### config.mk
export PLATFORM = sky130hd
export DESIGN_NAME = uart_line_control
export DESIGN_NICKNAME = d
export VERILOG_FILES = /design/src/uart_lc_pkg.sv /design/src/uart_char_fifo.sv /design/src/uart_line_control.sv /design/src/uart_rate_gen.sv
export VERILOG_INCLUDE_DIRS = /design/src /design/src/src
export SDC_FILE = /design/constraint.sdc
export NUM_CORES = 1
export LEC_CHECK = 0
export ABC_AREA = 1
export BUFFER_PORTS_ARGS = -buffer_cell sky130_fd_sc_hd__buf_2
export CELL_PAD_IN_SITES_DETAIL_PLACEMENT = 2
export CELL_PAD_IN_SITES_GLOBAL_PLACEMENT = 2
export CORE_UTILIZATION = 35
export DETAILED_ROUTE_END_ITERATION = 8
export PLACE_DENSITY_LB_ADDON = 0.1
export SYNTH_ARGS = -nofsm -noshare
export SYNTH_HDL_FRONTEND = slang
export SYNTH_HIERARCHICAL = 1
export SYNTH_SLANG_ARGS = --single-unit
### constraint.sdc
create_clock -name core_clk_in -period 5.95 [get_ports core_clk_in]
set_clock_uncertainty 0.2 [all_clocks]
set_input_delay 1.19 -clock core_clk_in [delete_from_list [all_inputs] [get_ports core_clk_in]]
set_output_delay 1.19 -clock core_clk_in [all_outputs]
set_load 0.01 [all_outputs]
### src/uart_lc_defs.svh
// offsets, field positions, reset values, timing counts
// assumes byte addresses, one 32-bit word per register
`ifndef UART_LC_DEFS_SVH
`define UART_LC_DEFS_SVH

`define ULC_OFS_DATA 8'h00
`define ULC_OFS_STATUS 8'h04
`define ULC_OFS_IBRD 8'h08
`define ULC_OFS_FBRD 8'h0c
`define ULC_OFS_LCR 8'h10
`define ULC_OFS_CR 8'h14

`define ULC_LCR_BRK 0
`define ULC_LCR_PEN 1
`define ULC_LCR_EPS 2
`define ULC_LCR_TWO_STOP_SELECT 3
`define ULC_LCR_FEN 4
`define ULC_LCR_WORD_LENGTH_SEL_LO 5
`define ULC_LCR_WORD_LENGTH_SEL_HI 6
`define ULC_LCR_SPS 7

`define ULC_CR_UARTEN 0
`define ULC_CR_TXE 8
`define ULC_CR_RXE 9
`define ULC_CR_MASK 16'hcf07

`define ULC_ST_BUSY 0
`define ULC_ST_RX_EMPTY 1
`define ULC_ST_TX_FULL 2
`define ULC_ST_RX_FULL 3
`define ULC_ST_TX_EMPTY 4
`define ULC_ST_OVERRUN 5

`define ULC_LCR_RST 8'h00
`define ULC_CR_RST 16'h0000
`define ULC_IBRD_RST 16'h0000
`define ULC_FBRD_RST 6'h00

`define ULC_OVS_LAST 4'hf
`define ULC_OVS_MID 4'h7
`define ULC_FRAC_ONE 22'h000040

`endif

### src/uart_lc_pkg.sv
// state types
// assumes nothing
package uart_lc_pkg;

    typedef enum logic [2:0] {
        tx_idle   = 3'h0,
        tx_start  = 3'h1,
        tx_data   = 3'h3,
        tx_parity = 3'h2,
        tx_stop   = 3'h6
    } tx_state_t;

    typedef enum logic [2:0] {
        rx_idle   = 3'h0,
        rx_start  = 3'h1,
        rx_data   = 3'h3,
        rx_parity = 3'h2,
        rx_stop   = 3'h6
    } rx_state_t;

endpackage : uart_lc_pkg

### src/uart_char_fifo.sv
// character buffer, DEPTH deep or one entry
// assumes one clock
`timescale 1ns/100ps

module uart_char_fifo #(
    parameter int WIDTH = 8,
    parameter int DEPTH = 16
) (
    input  wire logic             clk_in,
    input  wire logic             rst_n_in,
    input  wire logic             single_in,
    input  wire logic             in_valid_in,
    output logic                  in_ready_out,
    input  wire logic [WIDTH-1:0] in_data_in,
    output logic                  out_valid_out,
    input  wire logic             out_ready_in,
    output logic [WIDTH-1:0]      out_data_out
);

    localparam int AW = (DEPTH > 1) ? $clog2(DEPTH) : 1;

    typedef struct packed {
        logic [AW-1:0] wr_ptr;
        logic [AW-1:0] rd_ptr;
        logic [AW:0]   count;
    } ff_st_t;

    ff_st_t st_ff;
    ff_st_t nxt_st;
    logic [WIDTH-1:0] mem [DEPTH];
    logic push;
    logic pop;

    function automatic logic [AW-1:0] ptr_inc(input logic [AW-1:0] p);
        ptr_inc = (p == AW'(DEPTH - 1)) ? '0 : AW'(p + 1'b1);
    endfunction : ptr_inc

    // single mode holds one character only
    assign in_ready_out  = single_in ? (st_ff.count == '0) : (st_ff.count != (AW+1)'(DEPTH));
    assign out_valid_out = (st_ff.count != '0);
    assign out_data_out  = mem[st_ff.rd_ptr];
    assign push = in_valid_in && in_ready_out;
    assign pop  = out_valid_out && out_ready_in;

    always_comb begin
        nxt_st = st_ff;
        if (push) begin
            nxt_st.wr_ptr = ptr_inc(st_ff.wr_ptr);
        end
        if (pop) begin
            nxt_st.rd_ptr = ptr_inc(st_ff.rd_ptr);
        end
        if (push && !pop) begin
            nxt_st.count = (AW+1)'(st_ff.count + 1'b1);
        end else if (pop && !push) begin
            nxt_st.count = (AW+1)'(st_ff.count - 1'b1);
        end
    end

    always_ff @(posedge clk_in or negedge rst_n_in) begin
        if (!rst_n_in) begin
            st_ff <= '0;
        end else begin
            st_ff <= nxt_st;
        end
    end

    always_ff @(posedge clk_in) begin
        if (push) begin
            mem[st_ff.wr_ptr] <= in_data_in;
        end
    end

endmodule : uart_char_fifo

### src/uart_line_control.sv
// serial port: frame format, break, divisor commit
// assumes one-cycle strobes, 100 MHz clock
`timescale 1ns/100ps
`include "uart_lc_defs.svh"

// How it works
// - stick, even, parity set: parity sent and checked as 0.
// - stick, parity set, even clear: parity sent and checked as 1.
// - stick clear: plain even or odd parity.
// - length code 00..11 gives five to eight data bits.
// - fifo select 1: both buffers are fifos.
// - fifo select 0: each buffer holds one byte.
// - two stop select 1 sends two stop bits, else one.
// - receiver checks only the first stop bit.
// - even select 1: even count of ones over data and parity.
// - even select 0: odd count of ones over data and parity.
// - even and stick selects do nothing while parity is off.
// - parity enable adds and checks a parity bit.
// - send break holds the line low after the current character.
// - break leaves the transmit fifo contents untouched.
// - divisor is clock over sixteen times baud, 16.6 fixed point.
module uart_line_control #(
    parameter int FIFO_DEPTH = 16
) (
    input  wire logic        core_clk_in,
    input  wire logic        rst_n_in,
    input  wire logic [7:0]  addr_in,
    input  wire logic [31:0] wdata_in,
    input  wire logic        wr_in,
    input  wire logic        rd_in,
    output logic [31:0]      rdata_out,
    input  wire logic        rxd_in,
    output logic             txd_out
);

    typedef struct packed {
        logic [7:0]              lcr;
        logic [15:0]             cr;
        logic [15:0]             ibrd;
        logic [5:0]              fbrd;
        logic [31:0]             rdata;
        logic                    overrun;
        logic [2:0]              rx_sync;
        logic                    rx_level;
        uart_lc_pkg::tx_state_t  tx_state;
        logic [3:0]              tx_tick;
        logic [2:0]              tx_bit;
        logic [7:0]              tx_shift;
        logic                    tx_par;
        logic                    tx_stop_cnt;
        logic                    txd;
        uart_lc_pkg::rx_state_t  rx_state;
        logic [3:0]              rx_tick;
        logic [2:0]              rx_bit;
        logic [7:0]              rx_shift;
        logic                    rx_ones;
        logic                    rx_perr;
        logic                    rx_armed;
        logic                    rx_push;
        logic [10:0]             rx_word;
    } st_t;

    st_t         s_ff;
    st_t         nxt_s;
    logic [1:0]  rst_sync_ff;
    logic        rst_n;
    logic        tick;
    logic        lcr_load;
    logic        tx_valid;
    logic        tx_in_ready;
    logic        tx_pop_ready;
    logic [7:0]  tx_char;
    logic        rx_valid;
    logic        rx_in_ready;
    logic [10:0] rx_char;
    logic        tx_en;
    logic        rx_en;
    logic        pen;
    logic [1:0]  word_length_sel;
    logic [2:0]  last_bit;
    logic [7:0]  rx_aligned;

    function automatic logic [2:0] last_idx(input logic [1:0] wl);
        last_idx = 3'(3'd4 + {1'b0, wl});
    endfunction : last_idx

    function automatic logic par_bit(input logic [7:0] d, input logic [7:0] lcr);
        logic [7:0] m;
        m = 8'hff >> (2'd3 - lcr[`ULC_LCR_WORD_LENGTH_SEL_HI:`ULC_LCR_WORD_LENGTH_SEL_LO]);
        if (lcr[`ULC_LCR_SPS]) begin
            par_bit = !lcr[`ULC_LCR_EPS];
        end else if (lcr[`ULC_LCR_EPS]) begin
            par_bit = ^(d & m);
        end else begin
            par_bit = ~^(d & m);
        end
    endfunction : par_bit

    always_ff @(posedge core_clk_in or negedge rst_n_in) begin
        if (!rst_n_in) begin
            rst_sync_ff <= 2'h0;
        end else begin
            rst_sync_ff <= {rst_sync_ff[0], 1'b1};
        end
    end
    assign rst_n = rst_sync_ff[1];

    assign lcr_load = wr_in && (addr_in == `ULC_OFS_LCR);

    uart_rate_gen u_rate_gen (
        .clk_in      (core_clk_in),
        .rst_n_in    (rst_n),
        .load_in     (lcr_load),
        .int_div_in  (s_ff.ibrd),
        .frac_div_in (s_ff.fbrd),
        .tick_out    (tick)
    );

    assign tx_en = s_ff.cr[`ULC_CR_UARTEN] && s_ff.cr[`ULC_CR_TXE];
    assign rx_en = s_ff.cr[`ULC_CR_UARTEN] && s_ff.cr[`ULC_CR_RXE];
    assign pen = s_ff.lcr[`ULC_LCR_PEN];
    assign word_length_sel = s_ff.lcr[`ULC_LCR_WORD_LENGTH_SEL_HI:`ULC_LCR_WORD_LENGTH_SEL_LO];
    assign last_bit = last_idx(word_length_sel);
    assign rx_aligned = s_ff.rx_shift >> (3'd7 - last_bit);
    // break stalls the pop, queue kept
    assign tx_pop_ready = tick && (s_ff.tx_state == uart_lc_pkg::tx_idle) && tx_en
                          && !s_ff.lcr[`ULC_LCR_BRK];

    uart_char_fifo #(
        .WIDTH (8),
        .DEPTH (FIFO_DEPTH)
    ) u_tx_fifo (
        .clk_in        (core_clk_in),
        .rst_n_in      (rst_n),
        .single_in     (!s_ff.lcr[`ULC_LCR_FEN]),
        .in_valid_in   (wr_in && (addr_in == `ULC_OFS_DATA)),
        .in_ready_out  (tx_in_ready),
        .in_data_in    (wdata_in[7:0]),
        .out_valid_out (tx_valid),
        .out_ready_in  (tx_pop_ready),
        .out_data_out  (tx_char)
    );

    uart_char_fifo #(
        .WIDTH (11),
        .DEPTH (FIFO_DEPTH)
    ) u_rx_fifo (
        .clk_in        (core_clk_in),
        .rst_n_in      (rst_n),
        .single_in     (!s_ff.lcr[`ULC_LCR_FEN]),
        .in_valid_in   (s_ff.rx_push),
        .in_ready_out  (rx_in_ready),
        .in_data_in    (s_ff.rx_word),
        .out_valid_out (rx_valid),
        .out_ready_in  (rd_in && (addr_in == `ULC_OFS_DATA)),
        .out_data_out  (rx_char)
    );

    always_comb begin
        nxt_s = s_ff;
        nxt_s.rx_push = 1'b0;
        nxt_s.rdata = 32'h00000000;
        // rx sync, moves when stages two and three agree
        nxt_s.rx_sync = {s_ff.rx_sync[1:0], rxd_in};
        if (s_ff.rx_sync[1] == s_ff.rx_sync[2]) begin
            nxt_s.rx_level = s_ff.rx_sync[2];
        end

        if (wr_in) begin
            unique case (addr_in)
                `ULC_OFS_IBRD: nxt_s.ibrd = wdata_in[15:0];
                `ULC_OFS_FBRD: nxt_s.fbrd = wdata_in[5:0];
                `ULC_OFS_LCR: nxt_s.lcr = wdata_in[7:0];
                `ULC_OFS_CR: nxt_s.cr = wdata_in[15:0] & `ULC_CR_MASK;
                `ULC_OFS_STATUS: nxt_s.overrun = 1'b0;
                default: ;
            endcase
        end

        // register reads, data in the next cycle
        if (rd_in) begin
            unique case (addr_in)
                `ULC_OFS_DATA: nxt_s.rdata = {20'h00000, s_ff.overrun, rx_valid ? rx_char : 11'h000};
                `ULC_OFS_STATUS: begin
                    nxt_s.rdata[`ULC_ST_BUSY] = (s_ff.tx_state != uart_lc_pkg::tx_idle);
                    nxt_s.rdata[`ULC_ST_RX_EMPTY] = !rx_valid;
                    nxt_s.rdata[`ULC_ST_TX_FULL] = !tx_in_ready;
                    nxt_s.rdata[`ULC_ST_RX_FULL] = !rx_in_ready;
                    nxt_s.rdata[`ULC_ST_TX_EMPTY] = !tx_valid;
                    nxt_s.rdata[`ULC_ST_OVERRUN] = s_ff.overrun;
                end
                `ULC_OFS_IBRD: nxt_s.rdata = {16'h0000, s_ff.ibrd};
                `ULC_OFS_FBRD: nxt_s.rdata = {26'h0000000, s_ff.fbrd};
                `ULC_OFS_LCR: nxt_s.rdata = {24'h000000, s_ff.lcr};
                `ULC_OFS_CR: nxt_s.rdata = {16'h0000, s_ff.cr};
                default: ;
            endcase
        end

        // overrun set wins over a clear
        if (s_ff.rx_push && !rx_in_ready) begin
            nxt_s.overrun = 1'b1;
        end

        // transmitter, sixteen ticks a bit
        if (tick) begin
            nxt_s.tx_tick = 4'(s_ff.tx_tick + 1'b1);
            unique case (s_ff.tx_state)
                uart_lc_pkg::tx_idle: begin
                    nxt_s.txd = !s_ff.lcr[`ULC_LCR_BRK];
                    if (tx_pop_ready && tx_valid) begin
                        nxt_s.tx_state = uart_lc_pkg::tx_start;
                        nxt_s.tx_shift = tx_char;
                        nxt_s.tx_par = par_bit(tx_char, s_ff.lcr);
                        nxt_s.tx_tick = 4'h0;
                        nxt_s.tx_stop_cnt = 1'b0;
                        nxt_s.txd = 1'b0;
                    end
                end
                uart_lc_pkg::tx_start: begin
                    if (s_ff.tx_tick == `ULC_OVS_LAST) begin
                        nxt_s.tx_state = uart_lc_pkg::tx_data;
                        nxt_s.tx_bit = 3'h0;
                        nxt_s.txd = s_ff.tx_shift[0];
                    end
                end
                uart_lc_pkg::tx_data: begin
                    if (s_ff.tx_tick == `ULC_OVS_LAST) begin
                        nxt_s.tx_shift = {1'b0, s_ff.tx_shift[7:1]};
                        nxt_s.tx_bit = 3'(s_ff.tx_bit + 1'b1);
                        nxt_s.txd = s_ff.tx_shift[1];
                        if (s_ff.tx_bit == last_bit) begin
                            if (pen) begin
                                nxt_s.tx_state = uart_lc_pkg::tx_parity;
                                nxt_s.txd = s_ff.tx_par;
                            end else begin
                                nxt_s.tx_state = uart_lc_pkg::tx_stop;
                                nxt_s.txd = 1'b1;
                            end
                        end
                    end
                end
                uart_lc_pkg::tx_parity: begin
                    if (s_ff.tx_tick == `ULC_OVS_LAST) begin
                        nxt_s.tx_state = uart_lc_pkg::tx_stop;
                        nxt_s.txd = 1'b1;
                    end
                end
                uart_lc_pkg::tx_stop: begin
                    if (s_ff.tx_tick == `ULC_OVS_LAST) begin
                        if (s_ff.lcr[`ULC_LCR_TWO_STOP_SELECT] && !s_ff.tx_stop_cnt) begin
                            nxt_s.tx_stop_cnt = 1'b1;
                        end else begin
                            nxt_s.tx_state = uart_lc_pkg::tx_idle;
                            nxt_s.txd = !s_ff.lcr[`ULC_LCR_BRK];
                        end
                    end
                end
            endcase

            // receiver, start rechecked at mid-bit
            nxt_s.rx_tick = 4'(s_ff.rx_tick + 1'b1);
            unique case (s_ff.rx_state)
                uart_lc_pkg::rx_idle: begin
                    if (s_ff.rx_level) begin
                        nxt_s.rx_armed = 1'b1;
                    end else if (s_ff.rx_armed && rx_en) begin
                        nxt_s.rx_state = uart_lc_pkg::rx_start;
                        nxt_s.rx_tick = 4'h0;
                    end
                end
                uart_lc_pkg::rx_start: begin
                    if (s_ff.rx_tick == `ULC_OVS_MID) begin
                        nxt_s.rx_tick = 4'h0;
                        nxt_s.rx_bit = 3'h0;
                        nxt_s.rx_ones = 1'b0;
                        nxt_s.rx_perr = 1'b0;
                        nxt_s.rx_state = s_ff.rx_level ? uart_lc_pkg::rx_idle : uart_lc_pkg::rx_data;
                    end
                end
                uart_lc_pkg::rx_data: begin
                    if (s_ff.rx_tick == `ULC_OVS_LAST) begin
                        nxt_s.rx_shift = {s_ff.rx_level, s_ff.rx_shift[7:1]};
                        nxt_s.rx_ones = s_ff.rx_ones | s_ff.rx_level;
                        nxt_s.rx_bit = 3'(s_ff.rx_bit + 1'b1);
                        if (s_ff.rx_bit == last_bit) begin
                            nxt_s.rx_state = pen ? uart_lc_pkg::rx_parity : uart_lc_pkg::rx_stop;
                        end
                    end
                end
                uart_lc_pkg::rx_parity: begin
                    if (s_ff.rx_tick == `ULC_OVS_LAST) begin
                        nxt_s.rx_ones = s_ff.rx_ones | s_ff.rx_level;
                        nxt_s.rx_perr = (s_ff.rx_level != par_bit(rx_aligned, s_ff.lcr));
                        nxt_s.rx_state = uart_lc_pkg::rx_stop;
                    end
                end
                uart_lc_pkg::rx_stop: begin
                    if (s_ff.rx_tick == `ULC_OVS_LAST) begin
                        nxt_s.rx_push = 1'b1;
                        nxt_s.rx_word = {!s_ff.rx_ones && !s_ff.rx_level, s_ff.rx_perr,
                                         !s_ff.rx_level, rx_aligned};
                        nxt_s.rx_armed = s_ff.rx_level;
                        nxt_s.rx_state = uart_lc_pkg::rx_idle;
                    end
                end
            endcase
        end
    end

    always_ff @(posedge core_clk_in or negedge rst_n) begin
        if (!rst_n) begin
            s_ff <= '0;
            s_ff.lcr <= `ULC_LCR_RST;
            s_ff.cr <= `ULC_CR_RST;
            s_ff.ibrd <= `ULC_IBRD_RST;
            s_ff.fbrd <= `ULC_FBRD_RST;
            s_ff.rx_sync <= 3'h7;
            s_ff.rx_level <= 1'b1;
            s_ff.txd <= 1'b1;
        end else begin
            s_ff <= nxt_s;
        end
    end

    assign rdata_out = s_ff.rdata;
    assign txd_out = s_ff.txd;

endmodule : uart_line_control

### src/uart_rate_gen.sv
// 16x tick generator, 6-bit fraction
// assumes load_in is a one-cycle pulse
`timescale 1ns/100ps
`include "uart_lc_defs.svh"

module uart_rate_gen (
    input  wire logic        clk_in,
    input  wire logic        rst_n_in,
    input  wire logic        load_in,
    input  wire logic [15:0] int_div_in,
    input  wire logic [5:0]  frac_div_in,
    output logic             tick_out
);

    typedef struct packed {
        logic [21:0] div;
        logic [21:0] acc;
        logic        tick;
    } rg_st_t;

    rg_st_t st_ff;
    rg_st_t nxt_st;
    logic [22:0] sum;

    always_comb begin
        nxt_st = st_ff;
        nxt_st.tick = 1'b0;
        sum = {1'b0, st_ff.acc} + {1'b0, `ULC_FRAC_ONE};
        if (load_in) begin
            nxt_st.div = {int_div_in, frac_div_in};
            nxt_st.acc = 22'h000000;
        end else if (st_ff.div != 22'h000000) begin
            if (sum >= {1'b0, st_ff.div}) begin
                nxt_st.acc = 22'(sum - {1'b0, st_ff.div});
                nxt_st.tick = 1'b1;
            end else begin
                nxt_st.acc = sum[21:0];
            end
        end
    end

    always_ff @(posedge clk_in or negedge rst_n_in) begin
        if (!rst_n_in) begin
            st_ff <= '0;
        end else begin
            st_ff <= nxt_st;
        end
    end

    assign tick_out = st_ff.tick;

endmodule : uart_rate_gen

==> run metrics, run 1 <==
mapped cell area ~25000 sq um; count of final setup violators 0; fmax 244 MHz; GRT Residual Overflow 0; largest family of logic cells by synthesized area simple AND/OR/NAND/NOR gates; Post-Syn Area per Cell ~8.6 sq um; Worst-Skew Late Latency 0.65 ns; hpwl dp ~55000 microns; CTS Hold Bufs 0; Seq/Total Area, Yosys 0.554; yosys warns 6; final WL around 80000 microns; Tot GR Track Use 0.223; Post-Synthesis Cells approximately 2.9k; share of cells above drive strength 1 0.0802; H-Tree Depth 2; Worst Max-Slew Pin Slew ~1.0 ns; CTS tree done; final setup margin about 1.9 ns; final hold viol count 0; Core ar. ~70000 sq um; # nets final between 3k and 4k; Port Buffers 45; status finished clean; # DRC 0; WL per Instance between 20 and 25 microns; n_diodes 0; PwrDens approximately 290 nW/um^2; total die area 72300 sq um; fillers between 7k and 8k; chip width around 270 microns; fin crit share 0.688; total clock sinks between 400 and 500; FP Rows 97; vias in the first global route 21.0k; startpoint types primary input; leak pwr between 10 and 15 nW; simple-gate share of the synthesized area 0.262; pin count of the biggest net entering global routing 153; post_cts resized 0; via count 19.5k; crit path time final between 4 and 5 ns; Yosys reg bits approximately 490; Via density between 4 and 5; first-pass GRT wire length about 120000 microns; Starting Density 0.355; fraction of the mapped netlist area in adder cells 0.0254; Initial DRC Count a little over 1k; Setup Fix Bufs, Post-CTS 0; ys flop type edfxtp_1; Area growth syn-to-layout 11.4%; setup_tns 0 ns; Top Ports slightly below 80; Critical Path End Type flop; Fin Hold WS 0.105 ns; Root Buffer clkbuf_16; asr flop ratio synth 0.381; Worst Path Arrival between 4 and 5 ns; VDD IR-drop max roughly 240 uV; Max-slew headroom 0.323; worst-path fanout max 21; EDFF count, synth 304; maxcap violations 0; Hold WC Path Type reg -> async; Chip Height 269 microns; post-synthesis compound-gate area fraction 0.0426; Distinct cells, synth 58; Setup CP Type in -> reg; Final ANT Viol Nets 0; DR pass1 iterations 5; cts bufs inserted 58; clock buffer depth 3; mux cell area share after synthesis 0.00542; fin. max-slew vios 0; initial antenna violation count 1; XOR/XNOR Fraction of Synth Area 0.0123; CP required about 6.3 ns; unrepaired setup endpoints after global routing false; Placement Setup Slack ~1.3 ns; placer congestion estimate between 0.8 and 0.9; clk slew on worst S/H paths approximately 0.060 ns
[state kept, by name, summed over array words and instances (netlist names)]
name and flops:
pen 1, u_rate_gen/st_ff 44, txd_out 1, nxt_s 2, u_rate_gen/tick_out 1, u_rx_fifo/st_ff 13, u_tx_fifo/st_ff 13, u_rx_fifo/mem 176
s_ff 94, u_tx_fifo/mem 128, rst_sync_ff 2, rdata_out 16
[where the power goes]
group          total [W]  internal [W]  switching (W)
registers        0.00374       0.00367      0.0000699
clock network    0.00361       0.00210        0.00151
logic           0.000671      0.000210       0.000461
total            0.00802       0.00598        0.00204
[stage by stage]
stage               power, W   util  area (sq um)  instances
finish               0.00802  0.395         27800       3906
global route         0.00834  0.395         27800       3906
CTS                  0.00813  0.395         27800       3906
detailed placement   0.00448  0.368         25800       3799
global placement     0.00445  0.368         25800       3799
floorplan            0.00425      -         25000       2908
[layout make-up]
cell class	count	area, sq um	share of cell area
inverters	431	1620	0.0584
clock inverters	38	435	0.0157
well taps	940	1180	0.0424
multi-input cells	1861	8740	0.315
repair buffers	76	470	0.0170
flip-flops and latches	491	13800	0.498
clock buffers	69	1490	0.0538
[final timing paths]
check                                          from                  end  slack, ns  depth (start not counted)
worst min register to register       rst_sync_ff[1]             s_ff[16]       0.10                          0
worst max-delay path                     addr_in[1]   u_tx_fifo/st_ff[4]       1.86                         20
worst max register to register  u_rate_gen/st_ff[7]  u_rate_gen/tick_out       2.24                         18
max in group asynchronous            rst_sync_ff[1]   u_rx_fifo/st_ff[5]       4.05                          1
worst min-delay path                 rst_sync_ff[1]             s_ff[16]       0.10                          0
min in group core_clk_in             rst_sync_ff[0]       rst_sync_ff[1]       0.15                          0
[metal layers]
layer  up-vias  track usage  part of all wire
met5         -            0                 0
met4         0       0.0519             0.021
met3        85       0.0294             0.036
met2       270        0.366              0.47
met1      9947        0.312              0.48
li1       9227            -                 -
[layout by cell type (no fill, tap or decap), types with 7 or more instances in the layout]
cell type  instances
nor2_1           168
dfrtp_1          179
mux2_2            12
clkbuf_1          11
bufinv_16          7
inv_2             15
ha_1              45
nand4_1           35
o22ai_1            9
buf_4             30
clkinv_2           8
clkinv_1          18
nand3b_1          12
edfxtp_1         304
xnor2_1           18
nand3_1          253
a21oi_1           39
inv_1            411
nand2_1         1013
conb_1            17
o21ai_0          113
clkbuf_16         58
nor2_2            11
nor3_1            24
xor2_1            17
buf_2             45
nand2_2            8
[logic make-up (layout without fill, tap and decap cells)]
group                      after synthesis  after routing
other                                    2             17
buffers and inverters                  556            614
and+or+nand+nor                       1555           1555
xor gates and xnor gates                35             35
adders and majority gates               49             49
AOI/OAI and AO/OA                      193            193
muxes                                   12             12
DFF                                    491            491
[cell usage after synthesis (all sizes together) (9+ instances only)]
library cell | n | area (sq um)
a21oi | 42 | 225
ha | 45 | 563
nand3 | 256 | 1300
o21ai | 119 | 596
nor3 | 30 | 186
nand3b | 12 | 90.1
nor2 | 183 | 739
edfxtp | 304 | 9130
o22ai | 9 | 56.3
dfrtp | 182 | 4550
xor2 | 17 | 149
clkbuf | 24 | 90.1
mux2 | 12 | 135
nand2 | 1023 | 3870
nand4 | 36 | 231
xnor2 | 18 | 158
inv | 427 | 1610
buf | 101 | 719
[worst max-delay path, cell delays in order]
cell and delay [ns]:
buf_2 0.10, inv_1 0.04, nand2_1 0.07, nor2_1 0.14
nand2_1 0.09, nor2_1 0.41, inv_1 0.22, nor2_1 0.47
nand2_1 0.10, buf_4 0.23, inv_1 0.09, ha_1 0.18
inv_1 0.11, ha_1 0.32, or2_2 0.32, nand2_1 0.09
nand2b_1 0.05, nand2_1 0.05, nand2_1 0.06, nand2_1 0.07
No activity file was read; power rests on OpenSTA's default activity.
==> inputs of run 2 (changes only) <==
==> constraint.sdc (replaced) <==
create_clock -name core_clk_in -period 3.7 [get_ports core_clk_in]
set_clock_uncertainty 0.2 [all_clocks]
set_input_delay 0.74 -clock core_clk_in [delete_from_list [all_inputs] [get_ports core_clk_in]]
set_output_delay 0.74 -clock core_clk_in [all_outputs]
set_load 0.01 [all_outputs]
==> run 2 against run 1 <==
  * Worst hold slack improved by 0.0057 ns
  * Register-to-register slack got worse by 1.9 ns
  * Combinational power increased by 65%
  * Clock-buffer cell count increased by 2
  * Critical path depth decreased by 1
  * Critical endpoint is now u_rate_gen/st_ff[8]
  * Sequential power increased by 60%
  * Die area unchanged
  * Sequential cell count unchanged
  * Core utilization increased by 0.54 points
  * Non-clock buffer count increased by 43
  * Total power increased by 61%
==> run metrics, run 2 (synthesized netlist as in run 1, its figures left out) <==
via count 19.7k (was 19.5k); Hold WC Path Type reg -> async (unchanged); final design utilization 0.400 (was 0.395); fin. max-slew vios 0 (unchanged); final hold viol count 0 (unchanged); clock buffer depth 3 (unchanged); Area growth syn-to-layout 12.9% (was 11.4%); Root Buffer clkbuf_16 (unchanged); total die area 72300 sq um (unchanged); Chip Height 269 microns (unchanged); FP Rows 97 (unchanged); Setup CP Type reg -> reg (was in -> reg); vias in the first global route 21.7k (was 21.0k); VDD IR-drop max 400 uV (was 238 uV); Max-slew headroom 0.398 (was 0.323); n_diodes 0 (unchanged); Tot GR Track Use 0.227 (was 0.223); Core ar. 70300 sq um (unchanged); GRT Residual Overflow 0 (unchanged); Logic pwr share 0.086 (was 0.084); PwrDens 459 nW/um^2 (was 289 nW/um^2); Clock Power Share 0.449 (was 0.450); worst-path fanout max 23 (was 21); Pint 0.00960 W (was 0.00598 W); most flop-heavy register u_rx_fifo/mem (unchanged); Largest regs u_rx_fifo/mem: 176 flops, u_tx_fifo/mem: 128 flops, s_ff: 94 flops (unchanged); DR pass1 iterations 6 (was 5); clk slew on worst S/H paths 0.06 ns (about the same); H-Tree Depth 2 (unchanged); first-pass GRT wire length 126000 microns (was 123000 microns); initial antenna violation count 1 (unchanged); WL per Instance 20.4 microns (was 20.3 microns); commonest non-fill, non-tap cell in the layout nand2_1 (unchanged); Final ANT Viol Nets 0 (unchanged); chip width 269 microns (unchanged); switch share 0.256 (was 0.254); Port Buffers 45 (unchanged); setup_tns 0 ns (unchanged); Starting Density 0.355 (unchanged); Initial DRC Count 1019 (was 1031); Worst-Skew Late Latency 0.64 ns (was 0.65 ns); Worst Path Arrival 3.70 ns (was 4.45 ns); count of final setup violators 0 (unchanged); final WL 80400 microns (was 79100 microns); Top Ports 78 (unchanged); leak pwr 13.2 nW (was 12.9 nW); status finished clean (unchanged); Placement Setup Slack 0.0914 ns (was 1.26 ns); reg2reg start u_rate_gen/st_ff[7] (unchanged); crit path time final about 3.3 ns; Worst Max-Slew Pin Slew 0.903 ns (was 1.01 ns); # DRC 0 (unchanged); commonest non-fill, non-tap cells in the layout nand2_1, inv_1, edfxtp_1, nand3_1, dfrtp_1 (unchanged); cts bufs inserted 57 (was 58); Seq pwr share 0.465 (was 0.466); fillers 7819 (was 7752); pin count of the biggest net entering global routing 82 (was 153); maxcap violations 0 (unchanged); unrepaired setup endpoints after global routing false (unchanged); final setup margin 0.351 ns (was 1.86 ns); placer congestion estimate 0.791 (was 0.801); # nets final 3054 (was 3012); Critical Path End Type flop (unchanged); hpwl dp 56400 microns (was 54900 microns); total clock sinks 491 (unchanged); share of cells above drive strength 1 0.0953 (was 0.0802); max reg flops 176 (unchanged); CTS tree done (unchanged); CP required 4.05 ns (was 6.30 ns); Via density 4.98 (was 5.00); Crit. Startpoint u_rate_gen/st_ff[7] (was addr_in[1]); P_sw 0.00331 W (was 0.00204 W); fin crit share 0.905; fmax 299 MHz; startpoint types flop (was primary input)
run 2: cell types whose count changed in the layout (fill, tap and decap cells not counted), moves of 2 or more:
cell	before	now
buf_12	1	4
buf_4	30	68
clkbuf_8	0	4
clkinv_1	18	12
clkinvlp_4	2	7
dlygate4sd3_1	0	2
inv_6	1	3
run 2: timing repair:
item	4_1_cts	5_1_grt
hold endpoints to repair	3	0
resized for setup	0	2
endpoints found under the setup margin	0	15
hold buffers	2	0
setup buffers	0	0
run 2: stage by stage:
step	total power (W)	instances	cell area, sq um	hold WS (ns)
floorplan	0.00684	2908	25000	0.131
global placement	0.00718	3840	26200	0.135
detailed placement	0.00723	3840	26200	0.141
CTS	0.0131	3950	28100	0.128
global route	0.0134	3950	28100	0.153
finish	0.0129	3950	28100	0.110
run 2: worst paths after layout:
check,to,slack (ns),cells past startpoint
worst max register to register,u_rate_gen/st_ff[8],0.35,19
worst min register to register,s_ff[16],0.11,0
worst max-delay path,u_rate_gen/st_ff[8],0.35,19
max in group asynchronous,u_rate_gen/st_ff[21],2.30,1
worst min-delay path,s_ff[16],0.11,0
min in group core_clk_in,rst_sync_ff[1],0.15,0
run 2: power groups by stage:
| stage | registers (W) | logic (W) | clock network [W] |
|---|---|---|---|
| 2_1_floorplan | 0.00610 | 0.000741 | 0 |
| 6_report | 0.00600 | 0.00111 | 0.00580 |
| 3_3_place_gp | 0.00610 | 0.00108 | 0 |
| 5_1_grt | 0.00601 | 0.00125 | 0.00616 |
| 4_1_cts | 0.00600 | 0.00113 | 0.00596 |
| 3_5_place_dp | 0.00611 | 0.00111 | 0 |
run 2: area by class of cell:
class                      count  area, sq um  share of cell area
clock inverter                37          415              0.0148
tap                          940         1180              0.0418
timing repair buffer         119          836              0.0297
multi-input combinational   1861         8750               0.311
sequential                   491        13800               0.491
clock buffer                  71         1520              0.0540
inverter                     431         1620              0.0576
run 2: metal layers:
metal  track usage  share of wire
met1         0.314           0.47
met2         0.382           0.48
met3        0.0262          0.030
met4        0.0471          0.016
met5             0        0.00014
run 2: worst max-delay path, cell delays in order (launching register included):
cell,delay [ns]
dfrtp_1,0.42
ha_1,0.21
nand2_1,0.10
nor2_4,0.18
inv_1,0.07
nor2_1,0.12
xor2_1,0.20
inv_1,0.07
ha_1,0.36
nand2_2,0.17
inv_2,0.05
nand2_1,0.13
inv_2,0.05
a21oi_2,0.13
nand2_2,0.11
nand2_4,0.09
nand3_4,0.27
nand2_1,0.19
nand3_1,0.09
nand2_1,0.07
==> inputs of run 3 (changes only) <==
--- a/config.mk
+++ b/config.mk
@@ -10,7 +10,7 @@
 export BUFFER_PORTS_ARGS = -buffer_cell sky130_fd_sc_hd__buf_2
 export CELL_PAD_IN_SITES_DETAIL_PLACEMENT = 2
 export CELL_PAD_IN_SITES_GLOBAL_PLACEMENT = 2
-export CORE_UTILIZATION = 35
+export CORE_UTILIZATION = 39
 export DETAILED_ROUTE_END_ITERATION = 8
 export PLACE_DENSITY_LB_ADDON = 0.1
 export SYNTH_ARGS = -nofsm -noshare
==> constraint.sdc (replaced) <==
create_clock -name core_clk_in -period 3.6 [get_ports core_clk_in]
set_clock_uncertainty 0.2 [all_clocks]
set_input_delay 0.72 -clock core_clk_in [delete_from_list [all_inputs] [get_ports core_clk_in]]
set_output_delay 0.72 -clock core_clk_in [all_outputs]
set_load 0.01 [all_outputs]
==> run 3 against run 2 <==
  * Largest cell class unchanged
  * Worst hold slack better by 0.024 ns
  * Setup slack worse by 0.089 ns
  * Routed wire length is 0.44% higher
==> run metrics, run 3 (synthesized netlist as in run 1, its figures left out) <==
status finished clean (unchanged); via count 19.8k (was 19.7k); unrepaired setup endpoints after global routing false (unchanged); chip width 255 microns (was 269 microns); commonest non-fill, non-tap cells in the layout nand2_1, inv_1, edfxtp_1, nand3_1, dfrtp_1 (unchanged); final WL 80800 microns (was 80400 microns); Setup CP Type reg -> reg (unchanged); Worst-Skew Late Latency 0.63 ns (was 0.64 ns); fillers 7086 (was 7819); placed cell area 26100 sq um (was 26200 sq um); crit path time final 3.34 ns (was 3.35 ns); Worst Max-Slew Pin Slew 0.928 ns (was 0.903 ns); total clock sinks 491 (unchanged); worst-path fanout max 12 (was 23); cts bufs inserted 55 (was 57); initial antenna violation count 2 (was 1); FF-to-FF path depth 19 (unchanged); Hold WC Path Type in -> reg (was reg -> async); Port Buffers 45 (unchanged); clock buffer depth 3 (unchanged); count of final setup violators 0 (unchanged); GRT Residual Overflow 0 (unchanged); H-Tree Depth 2 (unchanged); vias in the first global route 22.0k (was 21.7k); max reg flops 176 (unchanged); startpoint types flop (unchanged); Chip Height 255 microns (was 269 microns); post-route total power 0.0133 W (was 0.0129 W); Design Area, Final 28100 sq um (about the same); fin. max-slew vios 0 (unchanged); Reg-to-Reg End u_rate_gen/st_ff[10] (was u_rate_gen/st_ff[8]); final hold viol count 0 (unchanged); Max-slew headroom 0.381 (was 0.398); most flop-heavy register u_rx_fifo/mem (unchanged); # nets final 3059 (was 3054); CP required 3.91 ns (was 4.05 ns); Critical Path End Type flop (unchanged); Initial DRC Count 976 (was 1019); setup_tns 0 ns (unchanged); Largest regs u_rx_fifo/mem: 176 flops, u_tx_fifo/mem: 128 flops, s_ff: 94 flops (unchanged); hpwl dp 56700 microns (was 56400 microns); PwrDens 473 nW/um^2 (was 459 nW/um^2); first-pass GRT wire length 125000 microns (was 126000 microns); placer congestion estimate 0.828 (was 0.791); share of cells above drive strength 1 0.0970 (was 0.0953); total die area 64900 sq um (was 72300 sq um); Root Buffer clkbuf_16 (unchanged); FP Rows 92 (was 97); pin count of the biggest net entering global routing 68 (was 82); Tot GR Track Use 0.252 (was 0.227); maxcap violations 0 (unchanged); Final Non-Filler Cells 3858 (was 3950); Reg2Reg Setup Slack 0.26 ns (was 0.35 ns); DR pass1 iterations 5 (was 6); placed cells 3752 (was 3840); final setup margin 0.261 ns (was 0.351 ns); reg2reg start u_rate_gen/st_ff[7] (unchanged); Worst Path Arrival 3.65 ns (was 3.70 ns); Placement Setup Slack -0.115 ns (was 0.0914 ns); Crit. Startpoint u_rate_gen/st_ff[7] (unchanged); Starting Density 0.395 (was 0.355); leak pwr 13.2 nW (about the same); fmax 300 MHz (was 299 MHz); Core ar. 63100 sq um (was 70300 sq um); Top Ports 78 (unchanged); CTS tree done (unchanged); Area growth syn-to-layout 12.8% (was 12.9%); CP endpoint u_rate_gen/st_ff[10] (was u_rate_gen/st_ff[8]); VDD IR-drop max 362 uV (was 400 uV); Setup Fix Bufs, Post-CTS 0 (unchanged); commonest non-fill, non-tap cell in the layout nand2_1 (unchanged); fin crit share 0.927 (was 0.905); Final ANT Viol Nets 0 (unchanged); Via density 5.14 (was 4.98); WL per Instance 20.9 microns (was 20.4 microns); clk slew on worst S/H paths 0.06 ns (about the same); # DRC 0 (unchanged)
## run 3: cell types whose count changed in the layout (fill, tap and decap cells not counted), sizes merged
| cell | before | now |
|---|---|---|
| buf | 117 | 123 |
| bufinv | 6 | 7 |
| clkbuf | 71 | 74 |
| clkinv | 25 | 18 |
| clkinvlp | 7 | 3 |
| diode | 0 | 2 |
| nand3 | 256 | 257 |
## run 3: critical path: stages (launching register included)
cell	delay [ns]
dfrtp_1	0.42
ha_1	0.21
nand2_1	0.10
nor2_4	0.18
inv_1	0.06
nor2_1	0.13
xor2_1	0.22
inv_1	0.07
ha_1	0.38
nand2_2	0.10
inv_2	0.07
nand2_1	0.14
nor3_2	0.17
nand2_2	0.09
nand2_2	0.11
nand2_4	0.09
nand3_4	0.23
nand2_1	0.09
nand3_1	0.09
nand2_1	0.06
## run 3: per-layer routing
layer / global-route usage / routed length (microns) / up-vias
met1: 0.339 / 37200 / 10121
met3: 0.0385 / 3000 / 125
li1: - / - / 9308
met4: 0.0683 / 1880 / 4
met2: 0.422 / 38600 / 289
met5: 0 / 25 / -
## run 3: layout make-up
type	instances	area (sq um)	area share
antenna	2	5.00	0.000178
clock buffer	74	1570	0.0559
clock inverter	27	358	0.0127
inverter	431	1620	0.0577
multi-input combinational	1862	8780	0.312
sequential	491	13800	0.492
tap	846	1060	0.0377
timing repair buffer	125	885	0.0315
## run 3: power by group
part           total [W]  internal [W]  switching, W
registers        0.00618       0.00606      0.000120
logic            0.00109      0.000353      0.000742
clock network    0.00601       0.00357       0.00244
total             0.0133       0.00998       0.00331
## run 3: worst min-delay path by stage
stage | endpoint | from | cells past startpoint | slack, ns
after CTS | s_ff[110] | wdata_in[13] | 2 | 0.1
after detailed placement | rst_sync_ff[1] | rst_sync_ff[0] | 0 | 0.14
after global routing | s_ff[110] | wdata_in[13] | 2 | 0.11
after floorplan | rst_sync_ff[1] | rst_sync_ff[0] | 0 | 0.13
final | s_ff[110] | wdata_in[13] | 2 | 0.13
after global placement | rst_sync_ff[1] | rst_sync_ff[0] | 0 | 0.14
## run 3: stage by stage
stage,hold slack (ns),util
2_1_floorplan,0.131,-
3_3_place_gp,0.139,0.414
3_5_place_dp,0.141,0.414
4_1_cts,0.0987,0.445
5_1_grt,0.115,0.445
6_report,0.135,0.445
## run 3: repair_timing
action,4_1_cts,5_1_grt
endpoints found under the hold margin,3,0
resized for setup,0,8
endpoints found under the setup margin,0,23
hold buffers,2,0
